File: config.mk
export PLATFORM = sky130hd
export DESIGN_NAME = amwd_top
export DESIGN_NICKNAME = d
export VERILOG_FILES = /design/src/hdl/amwd_window.v /design/src/hdl/amwd_top.v
export VERILOG_INCLUDE_DIRS = /design/src /design/src/shared
export SDC_FILE = /design/constraint.sdc
export NUM_CORES = 1
export LEC_CHECK = 0
export ABC_AREA = 1
export BUFFER_PORTS_ARGS = -buffer_cell sky130_fd_sc_hd__buf_2
export CORE_MARGIN = 2
export CORE_UTILIZATION = 55
export DETAILED_ROUTE_END_ITERATION = 6
export PLACE_DENSITY = 0.86
export SLEW_MARGIN = 20
export SYNTH_ARGS = -nofsm -noshare
export SYNTH_HDL_FRONTEND = slang
export SYNTH_HIERARCHICAL = 1
export SYNTH_SLANG_ARGS = --single-unit
File: constraint.sdc
create_clock -name aclk -period 5.6 [get_ports aclk]
set_input_delay 0.28 -clock aclk [delete_from_list [all_inputs] [get_ports aclk]]
set_output_delay 0.28 -clock aclk [all_outputs]
set_load 0.02 [all_outputs]
File: src/shared/amwd_regs.vh
`ifndef AMWD_REGS_VH
`define AMWD_REGS_VH

// register indices; byte address is four times the index
`define AMWD_IDX_NP_BASE 8'h20
`define AMWD_IDX_NP_LIMIT 8'h22
`define AMWD_IDX_PF_BASE 8'h24
`define AMWD_IDX_PF_LIMIT 8'h26
`define AMWD_IDX_BCTRL 8'h3e
// own register: host cycle classifier, written address, read result
`define AMWD_IDX_PROBE_ADDR 8'h40
`define AMWD_IDX_PROBE_RES 8'h41

`define AMWD_BASE_RESET 16'hfff0
`define AMWD_LIMIT_RESET 16'h0000
`define AMWD_BCTRL_RESET 8'h00
`define AMWD_FIELD_LSB 4
`define AMWD_FIELD_W 12

`define AMWD_RESP_OKAY 2'b00
`define AMWD_RESP_SLVERR 2'b10

`endif

File: src/hdl/amwd_window.v
`timescale 1ns/10ps
// one memory window: inclusive compare against 1-MB granular bounds
module amwd_window #(
   parameter FW = 12
) (
   // window fields, address bits 31:20
   input wire [FW-1:0] base_field,
   input wire [FW-1:0] limit_field,
   // host address
   input wire [31:0] addr,
   // result
   output wire hit
);
   wire [31:0] lo;
   wire [31:0] hi;

   assign lo = {base_field, {(32-FW){1'b0}}};
   assign hi = {limit_field, {(32-FW){1'b1}}};
   // base above limit gives an empty window with no special case
   assign hit = (addr >= lo) && (addr <= hi);
endmodule

File: src/hdl/amwd_top.v
`timescale 1ns/10ps
`include "amwd_regs.vh"
// What this block does
// - forward non-prefetchable window hits, bounds inclusive
// - forward prefetchable window hits, bounds inclusive
// - upper twelve bits hold address 31:20
// - low four bits read zero, ignore writes
// - base compare treats bits 19:0 as zero
// - limit compare treats bits 19:0 as ones
// - base registers reset to fff0
// - limit registers reset to zero
// - bridge control register, 8 bits, resets 00
module amwd_top (
   // clock and reset
   input wire aclk,
   input wire aresetn,
   // axi4-lite write address
   input wire [31:0] s_axi_awaddr,
   input wire [2:0] s_axi_awprot,
   input wire s_axi_awvalid,
   output wire s_axi_awready,
   // axi4-lite write data
   input wire [31:0] s_axi_wdata,
   input wire [3:0] s_axi_wstrb,
   input wire s_axi_wvalid,
   output wire s_axi_wready,
   // axi4-lite write response
   output wire [1:0] s_axi_bresp,
   output wire s_axi_bvalid,
   input wire s_axi_bready,
   // axi4-lite read address
   input wire [31:0] s_axi_araddr,
   input wire [2:0] s_axi_arprot,
   input wire s_axi_arvalid,
   output wire s_axi_arready,
   // axi4-lite read data
   output wire [31:0] s_axi_rdata,
   output wire [1:0] s_axi_rresp,
   output wire s_axi_rvalid,
   input wire s_axi_rready,
   // host memory cycle decode
   input wire [31:0] host_addr,
   input wire host_valid,
   output wire agp_np_fwd,
   output wire agp_pf_fwd,
   // bridge control contents
   output wire [7:0] bridge_ctrl
);
   localparam FW = `AMWD_FIELD_W;
   localparam LSB = `AMWD_FIELD_LSB;
   // reset images cut to the stored field; the low nibble is never kept
   localparam [15:0] BASE_RST = `AMWD_BASE_RESET;
   localparam [15:0] LIMIT_RST = `AMWD_LIMIT_RESET;
   localparam [FW-1:0] BASE_FIELD_RST = BASE_RST[15:LSB];
   localparam [FW-1:0] LIMIT_FIELD_RST = LIMIT_RST[15:LSB];

   // software-visible fields
   reg [FW-1:0] np_base_field_q;
   reg [FW-1:0] np_limit_field_q;
   reg [FW-1:0] pf_base_field_q;
   reg [FW-1:0] pf_limit_field_q;
   reg [7:0] bctrl_q;
   reg [31:0] probe_addr_q;
   reg np_fwd_q;
   reg pf_fwd_q;
   // next values of the registers above
   reg [FW-1:0] np_base_field_d;
   reg [FW-1:0] np_limit_field_d;
   reg [FW-1:0] pf_base_field_d;
   reg [FW-1:0] pf_limit_field_d;
   reg [7:0] bctrl_d;
   reg [31:0] probe_addr_d;
   wire np_fwd_d;
   wire pf_fwd_d;

   // bus channel state
   reg aw_full_q;
   reg [31:0] aw_addr_q;
   reg w_full_q;
   reg [31:0] w_data_q;
   reg [3:0] w_strb_q;
   reg bvalid_q;
   reg [1:0] bresp_q;
   reg rvalid_q;
   reg [1:0] rresp_q;
   reg [31:0] rdata_q;
   reg [31:0] rdata_d;

   // window compare results
   wire np_hit;
   wire pf_hit;
   wire pr_np_hit;
   wire pr_pf_hit;
   wire do_write;
   wire do_read;
   wire [7:0] w_idx;
   wire [7:0] r_idx;

   // word index from byte address, bits 1:0 ignored, addresses above 3ff give ff
   function [7:0] word_idx;
      input [31:0] a;
      begin
         if (a[31:10] != 22'h000000)
            word_idx = 8'hff;
         else
            word_idx = a[9:2];
      end
   endfunction

   function is_mapped;
      input [7:0] idx;
      begin
         case (idx)
            `AMWD_IDX_NP_BASE, `AMWD_IDX_NP_LIMIT,
            `AMWD_IDX_PF_BASE, `AMWD_IDX_PF_LIMIT,
            `AMWD_IDX_BCTRL, `AMWD_IDX_PROBE_ADDR,
            `AMWD_IDX_PROBE_RES: is_mapped = 1'b1;
            default: is_mapped = 1'b0;
         endcase
      end
   endfunction

   // merge a 16-bit window register write; low nibble is dropped
   function [FW-1:0] merge16;
      input [FW-1:0] old;
      input [31:0] d;
      input [3:0] s;
      reg [15:0] v;
      begin
         v = {old, 4'h0};
         if (s[0])
            v[7:0] = d[7:0];
         if (s[1])
            v[15:8] = d[15:8];
         merge16 = v[15:LSB];
      end
   endfunction

   // merge a full word under its byte strobes
   function [31:0] merge32;
      input [31:0] old;
      input [31:0] d;
      input [3:0] s;
      integer k;
      begin
         merge32 = old;
         for (k = 0; k < 4; k = k + 1) begin
            if (s[k])
               merge32[8*k +: 8] = d[8*k +: 8];
         end
      end
   endfunction

   // a window register as software sees it: low nibble reads zero
   function [31:0] field_word;
      input [FW-1:0] f;
      begin
         field_word = {16'h0000, f, 4'h0};
      end
   endfunction

   // host address against both windows
   amwd_window #(.FW(FW)) u_np (
      .base_field(np_base_field_q),
      .limit_field(np_limit_field_q),
      .addr(host_addr),
      .hit(np_hit)
   );

   amwd_window #(.FW(FW)) u_pf (
      .base_field(pf_base_field_q),
      .limit_field(pf_limit_field_q),
      .addr(host_addr),
      .hit(pf_hit)
   );

   // probe address against the same windows
   amwd_window #(.FW(FW)) u_np_probe (
      .base_field(np_base_field_q),
      .limit_field(np_limit_field_q),
      .addr(probe_addr_q),
      .hit(pr_np_hit)
   );

   amwd_window #(.FW(FW)) u_pf_probe (
      .base_field(pf_base_field_q),
      .limit_field(pf_limit_field_q),
      .addr(probe_addr_q),
      .hit(pr_pf_hit)
   );

   // registered decode: one cycle after the host address is presented
   assign np_fwd_d = host_valid & np_hit;
   assign pf_fwd_d = host_valid & pf_hit;

   always @(posedge aclk) begin
      if (!aresetn) begin
         np_fwd_q <= 1'b0;
         pf_fwd_q <= 1'b0;
      end else begin
         np_fwd_q <= np_fwd_d;
         pf_fwd_q <= pf_fwd_d;
      end
   end

   assign agp_np_fwd = np_fwd_q;
   assign agp_pf_fwd = pf_fwd_q;
   assign bridge_ctrl = bctrl_q;

   // write channel: address and data accepted in any order, held here
   assign s_axi_awready = !aw_full_q && !bvalid_q;
   assign s_axi_wready = !w_full_q && !bvalid_q;
   assign do_write = aw_full_q && w_full_q && !bvalid_q;
   assign w_idx = word_idx(aw_addr_q);

   always @(posedge aclk) begin
      if (!aresetn) begin
         aw_full_q <= 1'b0;
         aw_addr_q <= 32'h00000000;
         w_full_q <= 1'b0;
         w_data_q <= 32'h00000000;
         w_strb_q <= 4'h0;
         bvalid_q <= 1'b0;
         bresp_q <= `AMWD_RESP_OKAY;
      end else begin
         if (s_axi_awvalid && s_axi_awready) begin
            aw_full_q <= 1'b1;
            aw_addr_q <= s_axi_awaddr;
         end
         if (s_axi_wvalid && s_axi_wready) begin
            w_full_q <= 1'b1;
            w_data_q <= s_axi_wdata;
            w_strb_q <= s_axi_wstrb;
         end
         if (do_write) begin
            aw_full_q <= 1'b0;
            w_full_q <= 1'b0;
            bvalid_q <= 1'b1;
            bresp_q <= is_mapped(w_idx) ? `AMWD_RESP_OKAY
                                         : `AMWD_RESP_SLVERR;
         end else if (bvalid_q && s_axi_bready) begin
            bvalid_q <= 1'b0;
         end
      end
   end

   assign s_axi_bvalid = bvalid_q;
   assign s_axi_bresp = bresp_q;

   // next register values; a write lands once both halves are held
   always @* begin
      np_base_field_d = np_base_field_q;
      np_limit_field_d = np_limit_field_q;
      pf_base_field_d = pf_base_field_q;
      pf_limit_field_d = pf_limit_field_q;
      bctrl_d = bctrl_q;
      probe_addr_d = probe_addr_q;
      if (do_write) begin
         case (w_idx)
            `AMWD_IDX_NP_BASE:
               np_base_field_d = merge16(np_base_field_q, w_data_q,
                                         w_strb_q);
            `AMWD_IDX_NP_LIMIT:
               np_limit_field_d = merge16(np_limit_field_q, w_data_q,
                                          w_strb_q);
            `AMWD_IDX_PF_BASE:
               pf_base_field_d = merge16(pf_base_field_q, w_data_q,
                                         w_strb_q);
            `AMWD_IDX_PF_LIMIT:
               pf_limit_field_d = merge16(pf_limit_field_q, w_data_q,
                                          w_strb_q);
            `AMWD_IDX_BCTRL: begin
               if (w_strb_q[0])
                  bctrl_d = w_data_q[7:0];
            end
            `AMWD_IDX_PROBE_ADDR:
               probe_addr_d = merge32(probe_addr_q, w_data_q, w_strb_q);
            default: begin
            end
         endcase
      end
   end

   // register storage; windows stay empty until software loads them
   always @(posedge aclk) begin
      if (!aresetn) begin
         np_base_field_q <= BASE_FIELD_RST;
         pf_base_field_q <= BASE_FIELD_RST;
         np_limit_field_q <= LIMIT_FIELD_RST;
         pf_limit_field_q <= LIMIT_FIELD_RST;
         bctrl_q <= `AMWD_BCTRL_RESET;
         probe_addr_q <= 32'h00000000;
      end else begin
         np_base_field_q <= np_base_field_d;
         np_limit_field_q <= np_limit_field_d;
         pf_base_field_q <= pf_base_field_d;
         pf_limit_field_q <= pf_limit_field_d;
         bctrl_q <= bctrl_d;
         probe_addr_q <= probe_addr_d;
      end
   end

   // read channel: one cycle from address accept to data
   assign s_axi_arready = !rvalid_q;
   assign do_read = s_axi_arvalid && !rvalid_q;
   assign r_idx = word_idx(s_axi_araddr);

   // read data for the addressed register
   always @* begin
      case (r_idx)
         `AMWD_IDX_NP_BASE:
            rdata_d = field_word(np_base_field_q);
         `AMWD_IDX_NP_LIMIT:
            rdata_d = field_word(np_limit_field_q);
         `AMWD_IDX_PF_BASE:
            rdata_d = field_word(pf_base_field_q);
         `AMWD_IDX_PF_LIMIT:
            rdata_d = field_word(pf_limit_field_q);
         `AMWD_IDX_BCTRL:
            rdata_d = {24'h000000, bctrl_q};
         `AMWD_IDX_PROBE_ADDR:
            rdata_d = probe_addr_q;
         // lets software check a window setting without host traffic
         `AMWD_IDX_PROBE_RES:
            rdata_d = {30'h00000000, pr_pf_hit, pr_np_hit};
         default:
            rdata_d = 32'h00000000;
      endcase
   end

   always @(posedge aclk) begin
      if (!aresetn) begin
         rvalid_q <= 1'b0;
         rresp_q <= `AMWD_RESP_OKAY;
         rdata_q <= 32'h00000000;
      end else if (do_read) begin
         rvalid_q <= 1'b1;
         rresp_q <= is_mapped(r_idx) ? `AMWD_RESP_OKAY
                                      : `AMWD_RESP_SLVERR;
         rdata_q <= rdata_d;
      end else if (rvalid_q && s_axi_rready) begin
         rvalid_q <= 1'b0;
      end
   end

   assign s_axi_rvalid = rvalid_q;
   assign s_axi_rresp = rresp_q;
   assign s_axi_rdata = rdata_q;
endmodule

# Word-level counts from Yosys, hierarchy flattened
# Cells that the tools add are included.
# Widths: inputs -> output; s select.
# word_totals
reg_bits	198
output_inout_bits	51
word_cells	102
# op_classes
magnitude_cmp	8
eq_ne	14
mux	15
n_bitwise	3
n_reduce_logical	37
# op_table
operator	count
$pmux 32 s7	1
$ge 32x32->1	4
$le 32x32->1	4
$eq 8x6->1 const B	10
$reduce_bool 22->1	2
$reduce_and 3->1	13
$eq 8x7->1 const B	4
$mux 8	2
$reduce_or 7->1	2
$logic_and 1x1->1	13
$mux 1	10
$logic_not 1->1	4
$mux 2	2
$reduce_bool 2->1	2
$and 1x1->1	2
$reduce_or 2->1	1
$not 1->1	1

# Depth between registers and ports, before layout
# Gate-level depths: netlist (run 1).
# depth
depth_word	8
depth_mapped	15
depth_no_buf	15

# Cells and area by module
# The synthesis (run 1) kept the hierarchy.
# modules_own_cells
module	instances	cells_each	area_each_um2
amwd_top	1	1137	8110.3
amwd_window (u_np_probe ...)	3	164	860.8
amwd_window (u_np)	1	164	862.1

# Least setup slack after synthesis (run 1)
# No wires, ideal clock.
# synth_path
path_type	flip-flop to flip-flop
from	register aw_addr_q[18]
to	register probe_addr_q[17]
t_arrival_ns	1.876
required_ns	5.484
path_slack_ns	3.608
stages_incl_launch_ff	12
synth_period_minus_slack_ns	1.992
path_cell_list	dfxtp_1 -> or2_1 -> nor3_4 -> nand3_4 -> nor2_2 -> nand2_2 -> nor2_8 -> nand2_4 -> nor3_4 -> inv_2 -> nor2_1 -> nor2_1
# synth_via
elab_chain_cells	4
# synth_lines
element	line_no	rtl
from (decl)	amwd_top.v:78	reg [31:0] aw_addr_q;
from (signal assigned)	amwd_top.v:228	aw_addr_q <= s_axi_awaddr;
$reduce_bool 22->1	amwd_top.v:103	if (a[31:10] != 22'h000000)
$mux 8	amwd_top.v:103	
$eq 8x7->1	amwd_top.v:259	case (w_idx)
$reduce_and 3->1 (no source line)	n/a	
to (signal assigned)	amwd_top.v:299	probe_addr_q <= probe_addr_d;
to (decl)	amwd_top.v:63	reg [31:0] probe_addr_q;
# Every way passes these cells.
# A chain may end at the register's enable or synchronous reset.

# Worst setup path after layout (run 1)
# layout_path
from	register aw_addr_q[14]
to	register pf_base_field_q[11]
# layout_via
elab_chain_cells	4
# layout_lines
element	line_no	rtl
$reduce_bool 22->1	amwd_top.v:103	
$mux 8	amwd_top.v:103	
$eq 8x6->1	amwd_top.v:259	
$reduce_and 3->1 (no source line)	n/a	
to (signal assigned)	amwd_top.v:296	pf_base_field_q <= pf_base_field_d;
to (decl)	amwd_top.v:60	reg [FW-1:0] pf_base_field_q;
# Every way passes these cells.

==> results of run 1 <==
routing by layer:
metal / GRT usage, % / wire (um) / part of all wire [%] / vias to the layer above
met4: 9.76 / 804 / 2.6 / 0
met3: 4.04 / 2710 / 8.6 / 66
met2: 47.5 / 14400 / 46 / 529
met1: 38.7 / 13500 / 43 / 5256
met5: 0 / 0 / 0 / -
li1: - / - / - / 5970
final timing paths:
| kind | from | to | slack (ns) | cells past startpoint |
|---|---|---|---|---|
| worst min-delay path | host_valid | agp_pf_fwd$_SDFF_PN0_ | 0.06 | 3 |
| worst max register to register | aw_addr_q[14]$_SDFFE_PN0P_ | pf_base_field_q[11]$_SDFFE_PN1P_ | 3.09 | 10 |
| worst max-delay path | aw_addr_q[14]$_SDFFE_PN0P_ | pf_base_field_q[11]$_SDFFE_PN1P_ | 3.09 | 10 |
| worst min register to register | w_strb_q[1]$_SDFFE_PN0P_ | w_strb_q[1]$_SDFFE_PN0P_ | 0.46 | 2 |
cells by family after synthesis:
| group | after synthesis | synth area share (%) |
|---|---|---|
| compound gates | 226 | 10.1 |
| fa+ha+maj | 96 | 10.4 |
| buf+inv | 283 | 9.42 |
| flops | 194 | 33.6 |
| other cells | 1 | 0.0325 |
| simple gates | 993 | 36.4 |
registers in the layout, summed over array words and instances, names as in the netlist, 4 cells and up:
signal and flops:
np_limit_field_q 12, probe_addr_q 32, pf_limit_field_q 12, w_data_q 32, w_strb_q 4, np_base_field_q 12, aw_addr_q 30, pf_base_field_q 12
bridge_ctrl 8, s_axi_rdata 32
area by class of cell:
type / instances / share of cell area [%]
multi-input cells: 1317 / 49.7
inverters: 231 / 6.54
clock buffers: 17 / 3.21
repair buffers: 189 / 7.24
clock inverters: 15 / 1.48
flip-flops and latches: 194 / 29.3
well taps: 275 / 2.59
power groups by stage:
stage	registers [W]	clock network [W]	logic, W
final	0.00147	0.00126	0.000290
after global routing	0.00148	0.00133	0.000331
after CTS	0.00147	0.00127	0.000290
after detailed placement	0.00150	0	0.000288
after global placement	0.00150	0	0.000278
after floorplan	0.00149	0	0.000184
through the flow:
stage	hold WS, ns	std cells	utilization [%]
6_report	0.0597	2238	63.7
4_1_cts	0.0593	2238	63.7
2_1_floorplan	0.394	1794	-
3_3_place_gp	0.442	2206	60.7
5_1_grt	0.0813	2238	63.7
3_5_place_dp	0.446	2206	60.7
cell usage in the layout, fill, tap and decap left out, types with 5 or more instances in the layout:
master,netlist,final
buf_4,4,6
a21o_1,8,8
nand2_2,12,12
nor2_4,8,8
buf_2,9,183
clkinv_8,0,5
inv_2,12,13
nand2_1,372,372
nand3_1,139,139
inv_8,0,5
inv_1,217,217
o21ai_0,130,130
dfxtp_1,194,194
nand4_1,6,6
o21ai_1,10,10
nor3_1,6,6
clkbuf_16,0,17
a21oi_1,73,73
nor2_2,16,16
nor2_1,416,416
ha_1,96,96
worst reg2reg max path, cell delays in order (launching register included):
cell and delay, ns:
dfxtp_1 0.32, nor2_1 0.11, nand2_1 0.06, nor3_1 0.27
nand3_4 0.23, nor2_2 0.15, nand2_2 0.12, nor4_4 0.29
nand3_1 0.49, nand2_1 0.21, nand3_1 0.09
==> impl_metrics.yaml, run 1 <==
finish:
  fillers: 1818
  insertedDiodeCount: 0
  fin_area_sq_um: 13300
  syn_to_final_growth_pct: 14.8
  drive_gt1_share_pct: 14.5
  nets: 2192
  regArea_sq_um: 3880
  multiInputGateArea_sq_um: 6590
floorplanning:
  rows: 53
  die_area_sq_um: 22200
  die_x_um: 149
  start_util_pct: 55.5
  dieHeight_um: 149
  ios: 197
  core_sq_um: 20800
synthesis:
  async_reset_ff_share_pct: 0
  synth_ff_type: "dfxtp_1"
  synth_area_leaders: "dfxtp_1, nor2_1, nand2_1"
  syn_area_per_cell_sq_um: 6.44
  yosys.area.top_type: "dfxtp_1"
  yosys_warnings: 6
  synth_seq_cells: 194
  syn_inst: 1793
  yosysTopAreaCellShare_pct: 33.6
  netlist_top_cells_count: "nor2_1, nand2_1, inv_1, dfxtp_1, nand3_1"
  syn-cell-area_sq_um: 11600
  yosysSeqAreaShare_pct: 33.6
  ys_types: 37
  synth_edf_count: 0
  synth_most_common_cell: "nor2_1"
place:
  place_congestion: 0.952
  dp_slack_ns: 2.84
  dpl.hpwl_um: 23200
  port_buffers: 184
  post_dp_cell_area_sq_um: 12600
clock_network:
  cts_buffer_depth: 2
  cts_buffers: 17
  ctsHoldBuffers: 0
  ctsRootBufferMaster: "clkbuf_16"
  cts_resized: 0
  clk_latency_ns: 0.45
  cts_tree: "done"
  htreeDepth: 4
  cts.sinks: 194
  path_clk_slew_ns: 0.08
  cts_setup_buffers: 0
global_routing:
  antenna_found_initial: 0
  grt_pass1_vias: 11000
  grt_max_degree: 103
  gr-total-overflow: 0
  grt_pass1_wl_um: 51700
  track_usage_pct: 28.8
critical_path:
  cp_data_arrival_time_ns: 2.80
  path_delay_family: "simple AND/OR/NAND/NOR gates"
  critical_path_class: "flip-flop to flip-flop"
  worstPathMaxFanout: 9
  critical-path-slowest-cell: "nand3_1"
  worstSetupEndpointType: "flip-flop"
  crit_path_max_incr_delay_ns: 0.49
  cp_num_buf_inv: 0
  crit_required_ns: 5.89
  crit_path_start_kind: "flip-flop"
  path_cells: "nor2_1 > nand2_1 > nor3_1 > nand3_4 > nor2_2 > nand2_2 > nor4_4 > nand3_1 > nand2_1 > nand3_1"
sta:
  period_needed_ns: 2.51
  slew_headroom_pct: 31.0
  finClkSkew_ns: 0.0224
  setup_ws_ns: 3.09
  drv_slew: 0
  setup_viol: 0
  fin_crit_sh_pct: 44.9
  max_freq_ghz: 0.398
  finalSetupTns_ns: 0
  worstMarginPinSlew_ns: 1.03
  rsz0062_at_grt: "false"
  hold_viol_final: 0
drt:
  drt_wl_total_um: 31400
  drc: 0
  drt_first_iter_violations: 849
  vias: 11800
  drtPass1Iterations: 5
  routedWlPerCell_um: 14.0
  antenna_left: 0
  vias_per_cell: 5.28
pwr:
  p_switching_w: 0.000871
  p_int_w: 0.00215
  power_frac_comb_pct: 9.6
  power.density_nw_per_um2: 228
  seq_power_share_pct: 48.7
  power.total_w: 0.00302
  ir_drop_v: 0.000204
  p_leak_nw: 7.04
  switching_share_pct: 28.8
  p_clk_share_pct: 41.7
hold_path:
  hold_class: "primary input to flip-flop"
flow_run:
  drv_cap: 0
outcome:
  outcome: "finished, final reports clean"
(Power assumes the default switching activity.)
==> inputs of run 2 (changes only) <==
==> constraint.sdc (replaced) <==
create_clock -name aclk -period 2.4 [get_ports aclk]
set_input_delay 0.12 -clock aclk [delete_from_list [all_inputs] [get_ports aclk]]
set_output_delay 0.12 -clock aclk [all_outputs]
set_load 0.02 [all_outputs]
==> run 2 against run 1 <==
- the flow now finishes with violations (negative setup slack)
- power is 140% higher
- register-to-register slack worse by 3.1 ns
- worst hold slack worse by 0.045 ns
- critical path depth is 2 higher
- flip-flop and latch count stayed put
- sequential power is 140% higher
- worst setup slack worse by 3.1 ns
- via count is 6.3% higher
- critical endpoint is now np_limit_field_q[4]$_SDFFE_PN0P_
- largest cell class unchanged
==> impl_metrics.yaml, run 2 (synthesized netlist as in run 1, its figures left out) <==
floorplanning:
  die_x_um: 149
  rows: 53
  ios: 197
  die_area_sq_um: 22200
  dieHeight_um: 149
  core_sq_um: 20800
  start_util_pct: 55.5
sta:
  drv_slew: 0
  setup_ws_ns: -0.0481
  fin_crit_sh_pct: 102
  finClkSkew_ns: 0.0184
  hold_viol_final: 0
  setup_viol: 8
  period_needed_ns: 2.45
  whs_ns: 0.0142
  worstMarginPinSlew_ns: 0.706
  rsz0062_at_grt: "true"
  slew_headroom_pct: 52.9
  max_freq_ghz: 0.408
finish:
  insertedDiodeCount: 0
  syn_to_final_growth_pct: 24.1
  fin_area_sq_um: 14300
  fillers: 1642
  fin_util_pct: 68.9
  final_common_cell: "nor2_1"
  regArea_sq_um: 3890
  nets: 2293
  drive_gt1_share_pct: 16.5
  multiInputGateArea_sq_um: 6690
  layout_common_cells: "nor2_1, nand2_1, inv_1"
drt:
  routedWlPerCell_um: 15.1
  vias: 12600
  antenna_left: 0
  drt_wl_total_um: 35200
  drt_first_iter_violations: 1040
  drc: 0
  vias_per_cell: 5.37
  drtPass1Iterations: 5
pwr:
  seq_power_share_pct: 47.8
  p_int_w: 0.00518
  power_frac_comb_pct: 11.6
  p_switching_w: 0.00205
  p_clk_share_pct: 40.6
  p_leak_nw: 7.49
  switching_share_pct: 28.4
  ir_drop_v: 0.000512
  power.density_nw_per_um2: 504
critical_path:
  crit_path_start_kind: "flip-flop"
  path_cells: "or2_4 > nor3_4 > buf_4 > nand3_2 > inv_2 > nand2_1 > inv_1 > nand3_4 > nor2_4 > clkinvlp_4 > nor2_2 > nor2_1"
  path_delay_family: "simple AND/OR/NAND/NOR gates"
  crit_path_max_incr_delay_ns: 0.32
  cp_data_arrival_time_ns: 2.77
  cp_num_buf_inv: 4
  crit_required_ns: 2.73
  worstSetupEndpointType: "flip-flop"
  critical_path_class: "flip-flop to flip-flop"
  worstPathMaxFanout: 8
  critical-path-slowest-cell: "dfxtp_1"
global_routing:
  grt_pass1_vias: 11700
  grt_pass1_wl_um: 54500
  gr-total-overflow: 0
  antenna_found_initial: 0
  grt_max_degree: 102
  track_usage_pct: 30.4
clock_network:
  ctsRootBufferMaster: "clkbuf_16"
  htreeDepth: 4
  cts.sinks: 194
  cts_tree: "done"
  path_clk_slew_ns: 0.09
  clk_latency_ns: 0.45
  cts_buffers: 17
  cts_buffer_depth: 2
place:
  dpl.hpwl_um: 23600
  place_congestion: 0.931
  post_dp_cell_area_sq_um: 12800
  port_buffers: 184
flow_run:
  drv_cap: 0
outcome:
  outcome: "finished with violations"
  violations: "negative setup slack"
hold_path:
  hold_class: "primary input to flip-flop"
==> run 2: stage by stage <==
step,cells,setup TNS [ns],setup slack [ns],power (W)
after CTS,2323,0,0.0459,0.00715
final,2339,-0.233,-0.0481,0.00723
after global routing,2339,-1.17,-0.155,0.00746
after detailed placement,2227,0,0.0785,0.00419
after global placement,2227,0,0.184,0.00416
after floorplan,1794,0,0.408,0.00391
==> run 2: layer usage <==
layer  up-vias  part of all wire, %  track usage, %
met5         -                    0               0
met4         0                  3.4            12.0
li1       6176                    -               -
met3       102                  8.5            4.34
met2       614                   47            52.3
met1      5668                   41            38.4
==> run 2: final timing paths <==
| path | from | end | slack [ns] | cells after the start |
|---|---|---|---|---|
| setup / recovery | aw_addr_q[16]$_SDFFE_PN0P_ | np_limit_field_q[4]$_SDFFE_PN0P_ | -0.05 | 12 |
| hold / removal | s_axi_wdata[11] | w_data_q[11]$_SDFFE_PN0P_ | 0.01 | 3 |
| setup reg to reg | aw_addr_q[16]$_SDFFE_PN0P_ | np_limit_field_q[4]$_SDFFE_PN0P_ | -0.05 | 12 |
| hold reg to reg | s_axi_rdata[29]$_SDFFE_PN0P_ | s_axi_rdata[29]$_SDFFE_PN0P_ | 0.47 | 2 |
==> run 2: final cells by class <==
| type | instances | area share (%) |
|---|---|---|
| clock buffer | 17 | 2.97 |
| clock inverter | 15 | 1.27 |
| inverter | 231 | 6.09 |
| multi-input combinational | 1318 | 46.7 |
| sequential | 194 | 27.1 |
| tap | 275 | 2.40 |
| timing repair buffer | 289 | 13.5 |
==> run 2: worst min-delay path: stages <==
cell and delay (ns):
buf_2 0.10, o21ai_0 0.10, nor2_1 0.10
==> run 2: power groups by stage <==
stage	Combinational [W]	Clock (W)	Sequential (W)
2_1_floorplan	0.000429	0	0.00348
3_3_place_gp	0.000658	0	0.00351
3_5_place_dp	0.000682	0	0.00351
4_1_cts	0.000764	0.00295	0.00344
5_1_grt	0.000932	0.00307	0.00347
6_report	0.000837	0.00294	0.00346
==> run 2: what timing repair did <==
action,CTS,global route
endpoints found under the hold margin,65,0
endpoints found under the setup margin,0,74
hold buffers,64,0
setup buffers,0,15
gates resized for setup,0,31
==> inputs of run 3 (changes only) <==
--- a/config.mk
+++ b/config.mk
@@ -9,9 +9,9 @@
 export ABC_AREA = 1
 export BUFFER_PORTS_ARGS = -buffer_cell sky130_fd_sc_hd__buf_2
 export CORE_MARGIN = 2
-export CORE_UTILIZATION = 55
+export CORE_UTILIZATION = 57
 export DETAILED_ROUTE_END_ITERATION = 6
-export PLACE_DENSITY = 0.86
+export PLACE_DENSITY = 0.89
 export SLEW_MARGIN = 20
 export SYNTH_ARGS = -nofsm -noshare
 export SYNTH_HDL_FRONTEND = slang
==> run 3 against run 2 <==
- the flow finishes with violations (negative hold slack, negative setup slack)
- die area decreased by 3.4%
- clock skew decreased by 0.0022 ns
- non-clock buffer count decreased by 6
- worst hold slack got worse by 0.019 ns
- cell count decreased by 0.47%
- sequential power about the same
- clock-buffer cell count unchanged
- clock power about the same
- critical path depth unchanged
- utilization increased by 2.4 points
- critical path type unchanged
- largest cell class unchanged
==> impl_metrics.yaml, run 3 (synthesized netlist as in run 1, its figures left out) <==
global_routing:
  antenna_found_initial: 0
  grt_pass1_vias: 12100
  gr-total-overflow: 0
  grt_pass1_wl_um: 55900
  track_usage_pct: 31.7
  grt_max_degree: 126
clock_network:
  htreeDepth: 4
  path_clk_slew_ns: 0.08
  cts.sinks: 194
  ctsRootBufferMaster: "clkbuf_16"
  cts_buffer_depth: 2
  cts_tree: "done"
  clk_latency_ns: 0.44
  cts_buffers: 17
critical_path:
  rr_endpoint: "pf_limit_field_q[8]$_SDFFE_PN0P_"
  r2r_setup_slack_ns: -0.03
  path_cells: "or2_4 > nor3_4 > nand3_4 > nor2_2 > nand2_1 > nor2_4 > nand2_2 > nor3_4 > buf_12 > inv_2 > nor2_1 > nor2_1"
  critical_path_class: "flip-flop to flip-flop"
  critical-path-slowest-cell: "dfxtp_1"
  crit_required_ns: 2.72
  crit_start: "aw_addr_q[16]$_SDFFE_PN0P_"
  crit_path_start_kind: "flip-flop"
  crit_path_max_incr_delay_ns: 0.33
  worstSetupEndpointType: "flip-flop"
  worstPathMaxFanout: 9
  reg2reg_from: "aw_addr_q[16]$_SDFFE_PN0P_"
  worst-r2r-cell-count: 12
  cp_data_arrival_time_ns: 2.76
drt:
  met2_length_um: 16600
  top_layer: "met4"
  vias: 12700
  routedWlPerCell_um: 15.3
  drt_wl_total_um: 35600
  drtPass1Iterations: 6
  routed-wl-met3_um: 3450
  antenna_left: 0
  drt-met1-wl_um: 14200
  drt_first_iter_violations: 1114
  drc: 0
  vias_per_cell: 5.47
sta:
  rsz0062_at_grt: "true"
  whs_ns: -0.00497
  worstMarginPinSlew_ns: 0.757
  finClkSkew_ns: 0.0163
  max_freq_ghz: 0.411
  slew_headroom_pct: 49.5
  setup_viol: 2
  period_needed_ns: 2.43
  finalSetupTns_ns: -0.0443
  hold_viol_final: 1
  drv_slew: 0
  setup_ws_ns: -0.0311
  fin_crit_sh_pct: 101
floorplanning:
  core_sq_um: 20000
  ios: 197
  rows: 52
  dieHeight_um: 146
  die_x_um: 146
  start_util_pct: 57.7
  die_area_sq_um: 21400
place:
  post_dp_cell_area_sq_um: 12800
  port_buffers: 184
  dpl.hpwl_um: 23300
  place_congestion: 0.964
flow_run:
  drv_cap: 0
finish:
  fillers: 1475
  syn_to_final_growth_pct: 23.6
  final_common_cell: "nor2_1"
  drive_gt1_share_pct: 15.9
  fin_area_sq_um: 14300
  nets: 2287
  insertedDiodeCount: 0
  layout_common_cells: "nor2_1, nand2_1, inv_1"
pwr:
  ir_drop_v: 0.000512
  power.density_nw_per_um2: 507
  p_leak_nw: 7.46
outcome:
  outcome: "finished with violations"
  violations: "negative hold slack, negative setup slack"
hold_path:
  min_from: "s_axi_wdata[8]"
  hold_class: "primary input to flip-flop"
  hold_end: "w_data_q[8]$_SDFFE_PN0P_"
  holdPathStages: 3
## run 3: cell types whose count changed in the layout (fill, tap and decap cells not counted), moves of 2 or more
cell / delta
buf_4: -7
inv_8: -4
clkinv_8: +3
dfxtp_1: +2
dfxtp_2: -2
dlygate4sd3_1: +2
inv_1: +2
nand2_4: -2
nand3_2: +2
nor2_4: -2
nor3_2: -2
## run 3: power by group
part | internal [W] | switching, W
combinational | 0.000334 | 0.000509
clock | 0.00150 | 0.00144
sequential | 0.00333 | 0.000121
total | 0.00517 | 0.00207
## run 3: how the worst max path moves through the flow
| stage | end |
|---|---|
| 4_1_cts | pf_limit_field_q[8]$_SDFFE_PN0P_ |
| 3_3_place_gp | pf_limit_field_q[9]$_SDFFE_PN0P_ |
| 6_report | pf_limit_field_q[8]$_SDFFE_PN0P_ |
| 3_5_place_dp | pf_limit_field_q[4]$_SDFFE_PN0P_ |
| 5_1_grt | probe_addr_q[17]$_SDFFE_PN0P_ |
| 2_1_floorplan | probe_addr_q[17]$_SDFFE_PN0P_ |
## run 3: through the flow
stage	setup slack [ns]	cells	util (%)	hold WS, ns	power [W]
after global routing	-0.120	2328	71.3	0.0198	0.00747
after global placement	0.187	2221	64.0	0.357	0.00416
after floorplan	0.408	1794	-	0.234	0.00391
final	-0.0311	2328	71.3	-0.00497	0.00724
after detailed placement	0.117	2221	64.0	0.361	0.00419
after CTS	0.0375	2319	70.4	0.00449	0.00715
## run 3: final cells by class
cell class / count / area (sq um) / area share, %
Tap cell: 270 / 338 / 2.37
Clock inverter: 15 / 191 / 1.34
Sequential cell: 194 / 3880 / 27.2
Timing Repair Buffer: 283 / 1880 / 13.2
Inverter: 231 / 867 / 6.07
Clock buffer: 17 / 425 / 2.98
Multi-Input combinational cell: 1318 / 6690 / 46.9
## run 3: critical path, delay by kind of cell, from the launching register on
| kind | cells | cell delay [ns] |
|---|---|---|
| and+or+nand+nor | 10 | 1.75 |
| DFF | 1 | 0.33 |
| buffers and inverters | 2 | 0.22 |
## run 3: what timing repair did
item	in CTS	in global routing
gates resized for setup	0	24
setup buffers	0	8
hold buffers	66	0
endpoints found under the hold margin	67	0
setup endpoints to repair	0	76
## run 3: per-layer routing
metal  vias up  GRT usage (%)
met4         0           14.4
li1       6142              -
met1      5693           39.1
met2       758           54.1
met5         -              0
met3       142           5.47
